File: config.mk
export PLATFORM = sky130hd
export DESIGN_NAME = acd_clock_config
export DESIGN_NICKNAME = d
export VERILOG_FILES = /design/src/inc/acd_pkg.sv /design/src/logic/acd_clock_config.sv
export SDC_FILE = /design/constraint.sdc
export NUM_CORES = 1
export LEC_CHECK = 0
export BUFFER_PORTS_ARGS = -buffer_cell sky130_fd_sc_hd__buf_4
export CORE_MARGIN = 1
export CORE_UTILIZATION = 45
export DETAILED_ROUTE_END_ITERATION = 6
export PLACE_DENSITY_LB_ADDON = 0.3
export SLEW_MARGIN = 20
export SYNTH_ARGS = -nofsm -noshare
export SYNTH_HDL_FRONTEND = slang
export SYNTH_SLANG_ARGS = --single-unit
File: constraint.sdc
create_clock -name clk_i -period 3.4 [get_ports clk_i]
set_input_delay 0.34 -clock clk_i [delete_from_list [all_inputs] [get_ports clk_i]]
set_output_delay 0.34 -clock clk_i [all_outputs]
set_load 0.1 [all_outputs]
File: src/inc/acd_pkg.sv
package acd_pkg;
  // ************************************************************
  // register map (word index, byte address is four times it)
  // ************************************************************
  localparam logic [5:0] IDX_CLOCK_SOURCE_DIVIDER        = 6'h0d;
  localparam logic [5:0] IDX_MODULATOR_CLOCK_OVERSAMPLING = 6'h0e;
  localparam logic [5:0] IDX_CLOCK_STATUS                = 6'h20;

  localparam logic [7:0] RST_CLOCK_SOURCE_DIVIDER        = 8'h08;
  localparam logic [7:0] RST_MODULATOR_CLOCK_OVERSAMPLING = 8'h86;

  // ************************************************************
  // field positions
  // ************************************************************
  localparam int SRC_SEL_BIT   = 7;
  localparam int CLK_DIV_MSB   = 3;
  localparam int CLK_DIV_LSB   = 1;
  localparam int MOD_DIV_MSB   = 7;
  localparam int MOD_DIV_LSB   = 5;
  localparam int OSR_MSB       = 3;
  localparam int OSR_LSB       = 0;

  localparam logic [2:0] DIV_CODE_RESERVED = 3'h0;
  localparam int         OSR_CNT_W         = 13;

  // ************************************************************
  // status word carried out to the register file
  // ************************************************************
  typedef struct packed {
    logic       sample_strobe_seen;
    logic       modulator_clock;
    logic       internal_divided_clock;
    logic       source_is_serial;
  } acd_status_t;

  localparam logic [3:0] RST_STATUS = 4'h0;
endpackage

File: src/logic/acd_clock_config.sv
// The Wishbone interface to the registers is this design's own decision.
`timescale 1ns/1ps
// Overview of operation
// [RL1] bit 7 of the first clock register picks the external clock input when 0, serial clock pin when 1.
// [RL2] the chosen clock is divided by 2, 4 .. 14 from code 1..7 in bits 3:1, code 0 is reserved.
// [RL3] in synchronous master mode the divided internal clock is driven out as the serial clock.
// [RL4] the modulator clock is the internal clock divided by 2 .. 14 from bits 7:5 of the second register.
// [RL5] a sample strobe fires once every oversampling-ratio modulator clocks, ratio from bits 3:0.
// [RL6] the first clock register sits at index 0Dh and resets to 08h.
// [RL7] the second clock register sits at index 0Eh and resets to 86h.
// [RL8] software writes zero to the reserved bits of both clock registers.
module acd_clock_config #(
  parameter int ADR_W = 8
) (
  input  wire logic             clk_i,
  input  wire logic             rst_i,
  input  wire logic             wb_cyc_i,
  input  wire logic             wb_stb_i,
  input  wire logic             wb_we_i,
  input  wire logic [ADR_W-1:0] wb_adr_i,
  input  wire logic [3:0]       wb_sel_i,
  input  wire logic [31:0]      wb_dat_i,
  output logic      [31:0]      wb_dat_o,
  output logic                  wb_ack_o,
  input  wire logic             external_clock_input_i,
  input  wire logic             serial_clock_i,
  input  wire logic             sync_master_mode_i,
  output logic                  serial_clock_o,
  output logic                  serial_clock_oe_o,
  output logic                  internal_divided_clock_o,
  output logic                  modulator_clock_o,
  output logic                  sample_strobe_o
);

  localparam int OSR_CNT_W_L = acd_pkg::OSR_CNT_W;

  typedef acd_pkg::acd_status_t acd_status_t_local;

  // ************************************************************
  // helpers
  // ************************************************************
  function automatic logic [OSR_CNT_W_L-1:0] osr_ratio(input logic [3:0] code);
    case (code)
      4'h0:    osr_ratio = 13'd4096;
      4'h1:    osr_ratio = 13'd2048;
      4'h2:    osr_ratio = 13'd1024;
      4'h3:    osr_ratio = 13'd800;
      4'h4:    osr_ratio = 13'd768;
      4'h5:    osr_ratio = 13'd512;
      4'h6:    osr_ratio = 13'd400;
      4'h7:    osr_ratio = 13'd384;
      4'h8:    osr_ratio = 13'd256;
      4'h9:    osr_ratio = 13'd200;
      4'ha:    osr_ratio = 13'd192;
      4'hb:    osr_ratio = 13'd128;
      4'hc:    osr_ratio = 13'd96;
      4'hd:    osr_ratio = 13'd64;
      4'he:    osr_ratio = 13'd48;
      default: osr_ratio = 13'd32;
    endcase
  endfunction

  // ************************************************************
  // registers and bus slave
  // ************************************************************
  logic [7:0]          clock_source_divider_reg;
  logic [7:0]          modulator_clock_oversampling_reg;
  logic                status_sample_seen_reg;
  logic                bus_hit;
  logic [5:0]          word_idx;
  acd_status_t_local   status;

  assign bus_hit  = wb_cyc_i && wb_stb_i && !wb_ack_o;
  assign word_idx = wb_adr_i[7:2];

  always_ff @(posedge clk_i) begin
    if (rst_i) begin
      wb_ack_o <= 1'b0;
    end else begin
      wb_ack_o <= bus_hit;
    end
  end

  // reserved bits are stored as written; software keeps them zero [RL8]
  always_ff @(posedge clk_i) begin
    if (rst_i) begin
      clock_source_divider_reg         <= acd_pkg::RST_CLOCK_SOURCE_DIVIDER;         // [RL6]
      modulator_clock_oversampling_reg <= acd_pkg::RST_MODULATOR_CLOCK_OVERSAMPLING; // [RL7]
    end else if (bus_hit && wb_we_i && wb_sel_i[0]) begin
      if (word_idx == acd_pkg::IDX_CLOCK_SOURCE_DIVIDER) begin
        clock_source_divider_reg <= wb_dat_i[7:0]; // [RL6]
      end
      if (word_idx == acd_pkg::IDX_MODULATOR_CLOCK_OVERSAMPLING) begin
        modulator_clock_oversampling_reg <= wb_dat_i[7:0]; // [RL7]
      end
    end
  end

  always_ff @(posedge clk_i) begin
    if (rst_i) begin
      wb_dat_o <= 32'h0000_0000;
    end else if (bus_hit && !wb_we_i) begin
      unique case (word_idx)
        acd_pkg::IDX_CLOCK_SOURCE_DIVIDER:
          wb_dat_o <= {24'h00_0000, clock_source_divider_reg};
        acd_pkg::IDX_MODULATOR_CLOCK_OVERSAMPLING:
          wb_dat_o <= {24'h00_0000, modulator_clock_oversampling_reg};
        acd_pkg::IDX_CLOCK_STATUS:
          wb_dat_o <= {28'h000_0000, status};
        default:
          wb_dat_o <= 32'h0000_0000;
      endcase
    end
  end

  // ************************************************************
  // pin synchronisers
  // ************************************************************
  logic [1:0] ext_sync_reg;
  logic [1:0] sclk_sync_reg;
  logic       src_prev_reg;
  logic       src_level;
  logic       src_rise;

  always_ff @(posedge clk_i) begin
    if (rst_i) begin
      ext_sync_reg  <= 2'h0;
      sclk_sync_reg <= 2'h0;
    end else begin
      ext_sync_reg  <= {ext_sync_reg[0], external_clock_input_i};
      sclk_sync_reg <= {sclk_sync_reg[0], serial_clock_i};
    end
  end

  // source switch is glitch-free only in the sense of edge counting; a swap
  // mid-period can stretch one internal half period
  assign src_level = clock_source_divider_reg[acd_pkg::SRC_SEL_BIT] ?
                     sclk_sync_reg[1] : ext_sync_reg[1]; // [RL1]

  always_ff @(posedge clk_i) begin
    if (rst_i) begin
      src_prev_reg <= 1'b0;
    end else begin
      src_prev_reg <= src_level;
    end
  end

  assign src_rise = src_level && !src_prev_reg;

  // ************************************************************
  // internal clock divider
  // ************************************************************
  logic [2:0] clk_div_code;
  logic [2:0] internal_divided_clock_cnt_reg;
  logic       internal_divided_clock_reg;
  logic       internal_divided_clock_rise;

  assign clk_div_code = clock_source_divider_reg[acd_pkg::CLK_DIV_MSB:acd_pkg::CLK_DIV_LSB];
  // half period = code source edges, so ratio = 2 * code; code 0 holds the clock
  assign internal_divided_clock_rise = src_rise && (clk_div_code != acd_pkg::DIV_CODE_RESERVED)
                     && (internal_divided_clock_cnt_reg >= clk_div_code - 3'h1) && !internal_divided_clock_reg;

  always_ff @(posedge clk_i) begin
    if (rst_i) begin
      internal_divided_clock_cnt_reg <= 3'h0;
      internal_divided_clock_reg     <= 1'b0;
    end else if (src_rise && clk_div_code != acd_pkg::DIV_CODE_RESERVED) begin // [RL2]
      if (internal_divided_clock_cnt_reg >= clk_div_code - 3'h1) begin
        internal_divided_clock_cnt_reg <= 3'h0;
        internal_divided_clock_reg     <= !internal_divided_clock_reg;
      end else begin
        internal_divided_clock_cnt_reg <= internal_divided_clock_cnt_reg + 3'h1;
      end
    end
  end

  // ************************************************************
  // modulator clock divider
  // ************************************************************
  logic [2:0] mod_div_code;
  logic [2:0] mod_cnt_reg;
  logic       mod_reg;
  logic       mod_rise;

  assign mod_div_code = modulator_clock_oversampling_reg[acd_pkg::MOD_DIV_MSB:acd_pkg::MOD_DIV_LSB];
  assign mod_rise = internal_divided_clock_rise && (mod_div_code != acd_pkg::DIV_CODE_RESERVED)
                    && (mod_cnt_reg >= mod_div_code - 3'h1) && !mod_reg;

  // only internal rising edges count, so ratio = 2 * code
  always_ff @(posedge clk_i) begin
    if (rst_i) begin
      mod_cnt_reg <= 3'h0;
      mod_reg     <= 1'b0;
    end else if (internal_divided_clock_rise && mod_div_code != acd_pkg::DIV_CODE_RESERVED) begin // [RL4]
      if (mod_cnt_reg >= mod_div_code - 3'h1) begin
        mod_cnt_reg <= 3'h0;
        mod_reg     <= !mod_reg;
      end else begin
        mod_cnt_reg <= mod_cnt_reg + 3'h1;
      end
    end
  end

  // ************************************************************
  // oversampling counter and sample strobe
  // ************************************************************
  logic [OSR_CNT_W_L-1:0] osr_cnt_reg;
  logic [OSR_CNT_W_L-1:0] osr_target;
  logic                   sample_reg;

  assign osr_target = osr_ratio(modulator_clock_oversampling_reg[acd_pkg::OSR_MSB:acd_pkg::OSR_LSB]);

  always_ff @(posedge clk_i) begin
    if (rst_i) begin
      osr_cnt_reg <= '0;
      sample_reg  <= 1'b0;
    end else begin
      sample_reg <= 1'b0;
      if (mod_rise) begin // [RL5]
        if (osr_cnt_reg >= osr_target - 13'd1) begin
          osr_cnt_reg <= '0;
          sample_reg  <= 1'b1;
        end else begin
          osr_cnt_reg <= osr_cnt_reg + 13'd1;
        end
      end
    end
  end

  // sticky until the status word is read; a new strobe wins over the read
  always_ff @(posedge clk_i) begin
    if (rst_i) begin
      status_sample_seen_reg <= 1'b0;
    end else if (sample_reg) begin
      status_sample_seen_reg <= 1'b1;
    end else if (bus_hit && !wb_we_i && word_idx == acd_pkg::IDX_CLOCK_STATUS) begin
      status_sample_seen_reg <= 1'b0;
    end
  end

  assign status = '{sample_strobe_seen:     status_sample_seen_reg,
                    modulator_clock:        mod_reg,
                    internal_divided_clock: internal_divided_clock_reg,
                    source_is_serial:       clock_source_divider_reg[acd_pkg::SRC_SEL_BIT]};

  // ************************************************************
  // outputs
  // ************************************************************
  always_ff @(posedge clk_i) begin
    if (rst_i) begin
      serial_clock_o           <= 1'b0;
      serial_clock_oe_o        <= 1'b0;
      internal_divided_clock_o <= 1'b0;
      modulator_clock_o        <= 1'b0;
      sample_strobe_o          <= 1'b0;
    end else begin
      serial_clock_o           <= sync_master_mode_i && internal_divided_clock_reg; // [RL3]
      serial_clock_oe_o        <= sync_master_mode_i;             // [RL3]
      internal_divided_clock_o <= internal_divided_clock_reg;
      modulator_clock_o        <= mod_reg;
      sample_strobe_o          <= sample_reg;
    end
  end

endmodule
==> flow_metrics.env <==
export IMPL_status="complete, no violations"
export IMPL_setup_violations=0
export IMPL_fin_nets=543
export IMPL_n_antenna_cell=0
export IMPL_cts_resized=0
export IMPL_critical_path_startpoint="osr_target[5]"
export IMPL_clock_latency_ps=350
export IMPL_p_seq_share_pct=43.6
export IMPL_period_needed_ps=3042
export IMPL_leakage_nw=1.692
export IMPL_via_per_inst=5.431
export IMPL_cap_violations=0
export IMPL_root_buffer="clkbuf_8"
export IMPL_rsz0062_at_grt="no"
export IMPL_path_class="flip-flop to flip-flop"
export IMPL_fin_skew_ps=14.55
export IMPL_synth_top_cell_area_share_pct=36.23
export IMPL_synth_cell_types=62
export IMPL_synthTopCellsByArea="dfxtp_1, ha_1, buf_4"
export IMPL_grt_overflow=0
export IMPL_arrival_ps=3310
export IMPL_clock_sinks=68
export IMPL_syn_avg_cell_area_um2=8.862
export IMPL_p_sw_share_pct=30.23
export IMPL_r2r_start="osr_target[5]"
export IMPL_crit_required_ps=3670
export IMPL_yosysTopAreaCell="dfxtp_1"
export IMPL_m1WireLength_mm=3.567
export IMPL_coreArea_mm2=0.007888
export IMPL_async_reset_ff_share_pct=0
export IMPL_synthToLayoutAreaGrowth_pct=14.09
export IMPL_startpoint_type="flip-flop"
export IMPL_cell_internal_pwr_mw=1.327
export IMPL_initialDrtViolationCount=131
export IMPL_highest_layer="met4"
export IMPL_hold_path_class="input port to flip-flop"
export IMPL_netSwitchingPower_mw=0.5751
export IMPL_whs_ps=192.8
export IMPL_cts_tree="yes"
export IMPL_r2r_slack_ps=360
export IMPL_clk_path_buf_depth=2
export IMPL_final_cells=569
export IMPL_clk_pin_slew_ps=90
export IMPL_post_place_ws_ps=366.1
export IMPL_num_vias=3090
export IMPL_fp_row_count=32
export IMPL_finalHoldViolCount=0
export IMPL_postPlaceCellArea_mm2=0.004054
export IMPL_fmax_mhz=328.8
export IMPL_wl_per_cell_um=14.33
export IMPL_finalSetupTns_ps=0
export IMPL_routed_wirelength_mm=8.156
export IMPL_power_clock_fraction_pct=40.4
export IMPL_drive_above_1_share_pct=15.85
export IMPL_post_route_period_util_pct=89.46
export IMPL_grt_pass1_wl_mm=13.54
export IMPL_largest_reg_flops=13
export IMPL_numPortBuffers=36
export IMPL_met2_length_mm=3.978
export IMPL_numCtsBuffers=9
export IMPL_hold_buffers=0
export IMPL_htree_num_levels=3
export IMPL_drc=0
export IMPL_place_inst=553
export IMPL_synth_flop_cell="dfxtp_1"
export IMPL_dp_hpwl_mm=6.163
export IMPL_start_util_pct=47.64
export IMPL_ir_worst_vdd_uv=220.1
export IMPL_seq_area_frac_synth_pct=36.23
export IMPL_final_area_mm2=0.004287
export IMPL_rr_worst_depth=11
export IMPL_slew_headroom_pct=43.07
export IMPL_grt_pass1_vias=2837
export IMPL_grtUsageTotal_pct=20.01
export IMPL_fp_dieW_um=93.38
export IMPL_cts_setup_buffers=0
export IMPL_cp_max_fo=9
export IMPL_crit_path_end_kind="flip-flop"
export IMPL_gp_congestion=0.8147
export IMPL_ys_seq_elements=68
export IMPL_antenna_found_initial=0
export IMPL_timing_final_ws_setup_ps=358.2
export IMPL_grt_start_max_net_pins=64
export IMPL_synth_edf_count=0
export IMPL_tightest_slew_ps=852.2
export IMPL_powerDensity_mw_per_mm2=443.8
export IMPL_crit_path_end="osr_cnt_reg[8]"
export IMPL_synth_warnings=0
export IMPL_netlist_area_mm2=0.003757
export IMPL_drt_first_pass_iters=5
export IMPL_route_antenna_remaining_nets=0
export IMPL_synth_cells=424
export IMPL_drv_slew=0
export IMPL_wl_met3_um=500
export IMPL_io_pin_count=90
export IMPL_die_area_mm2=0.008719
export IMPL_fp_dieH_um=93.38
export IMPL_combPwrFrac_pct=16.0
export IMPL_hold_depth=2
export IMPL_r2r_end="osr_cnt_reg[8]"
-- layout by cell type, fill, tap and decap left out, types with 4 or more instances in the layout --
cell	count
a21o_1	4
a21oi_1	16
a221oi_1	4
a222oi_1	4
a2bb2oi_1	4
a31oi_1	7
and2_1	4
buf_4	43
clkbuf_8	10
conb_1	24
dfxtp_1	68
ha_1	29
inv_1	19
mux2i_1	15
nand2_1	33
nand3_1	9
nand3b_1	4
nand4_1	22
nor2_1	37
nor2b_1	14
nor3_1	15
o211ai_1	5
o21ai_0	6
or3_1	5
xnor2_1	6
xor2_1	5
-- cell usage after synthesis (3+ instances only) --
cell and count:
a21oi_1 16, o21ai_1 3, a21o_1 4, and2_1 4
dfxtp_1 68, nor2b_1 14, o31ai_1 3, mux2i_1 15
nor3_1 15, a222oi_1 4, nand3_1 9, nand3b_1 4
xor2_1 5, nand2_1 33, nor4_1 3, ha_1 29
inv_1 19, buf_4 24, a2bb2oi_1 4, or3_1 5
a31oi_1 7, o211ai_1 5, nand2b_1 3, buf_1 4
buf_2 3, nand4_1 22, xnor2_1 6, nor2_1 37
o21ai_0 6, or4_1 3, a221oi_1 4, clkbuf_1 8
-- per-stage QoR --
stage / power (mW) / util [%]
detailed placement: 1.153 / 51.40
global route: 1.973 / 54.35
CTS: 1.911 / 54.35
global placement: 1.148 / 51.40
floorplan: 1.108 / -
finish: 1.903 / 54.35
-- routing by layer --
metal,track usage (%),vias up
li1,-,1560
met1,25.74,1419
met2,32.66,99
met3,4.309,12
met4,7.692,0
met5,0,-
-- worst min path at each step --
stage | startpoint | endpoint
after detailed placement | ext_sync_reg[0] | ext_sync_reg[1]
after global placement | ext_sync_reg[0] | ext_sync_reg[1]
after CTS | external_clock_input_i | ext_sync_reg[0]
after floorplan | ext_sync_reg[0] | ext_sync_reg[1]
final | external_clock_input_i | ext_sync_reg[0]
after global routing | serial_clock_i | sclk_sync_reg[0]
-- worst max-delay path, cell delays in order, from the launching register on --
cell and delay, ps:
dfxtp_1 350, nor4_1 470, nand3b_1 180, nor3_1 220
xnor2_1 150, ha_1 290, a21o_1 200, a31o_2 230
nor2_1 350, buf_4 250, nand4_1 110, a31oi_1 170
-- final cells by class --
class,instances,area (µm²)
fill,732,3601
tap,102,127.6
inverter,21,78.83
clock buffer,10,137.6
clock inverter,6,95.09
multi-input combinational,319,2163
timing repair buffer,43,322.8
sequential,68,1361
-- kinds of logic (layout without fill, tap and decap cells) --
group | Yosys count | count (layout) | share of synthesized area (%)
buffers and inverters | 60 | 80 | 8.491
muxes | 15 | 15 | 3.996
other | 1 | 24 | 0.09980
DFF | 68 | 68 | 36.23
and+or+nand+nor | 170 | 170 | 25.51
xor gates and xnor gates | 11 | 11 | 2.564
AOI/OAI and AO/OA | 70 | 70 | 13.45
adders and majority gates | 29 | 29 | 9.657
-- power groups by stage --
stage / sequential, mW / clock [mW] / combinational [mW]
after floorplan: 0.866 / 0 / 0.242
after global placement: 0.849 / 0 / 0.300
after detailed placement: 0.849 / 0 / 0.305
after CTS: 0.830 / 0.776 / 0.305
after global routing: 0.833 / 0.815 / 0.325
final: 0.830 / 0.768 / 0.304
No activity file was read; power rests on OpenSTA's default activity.
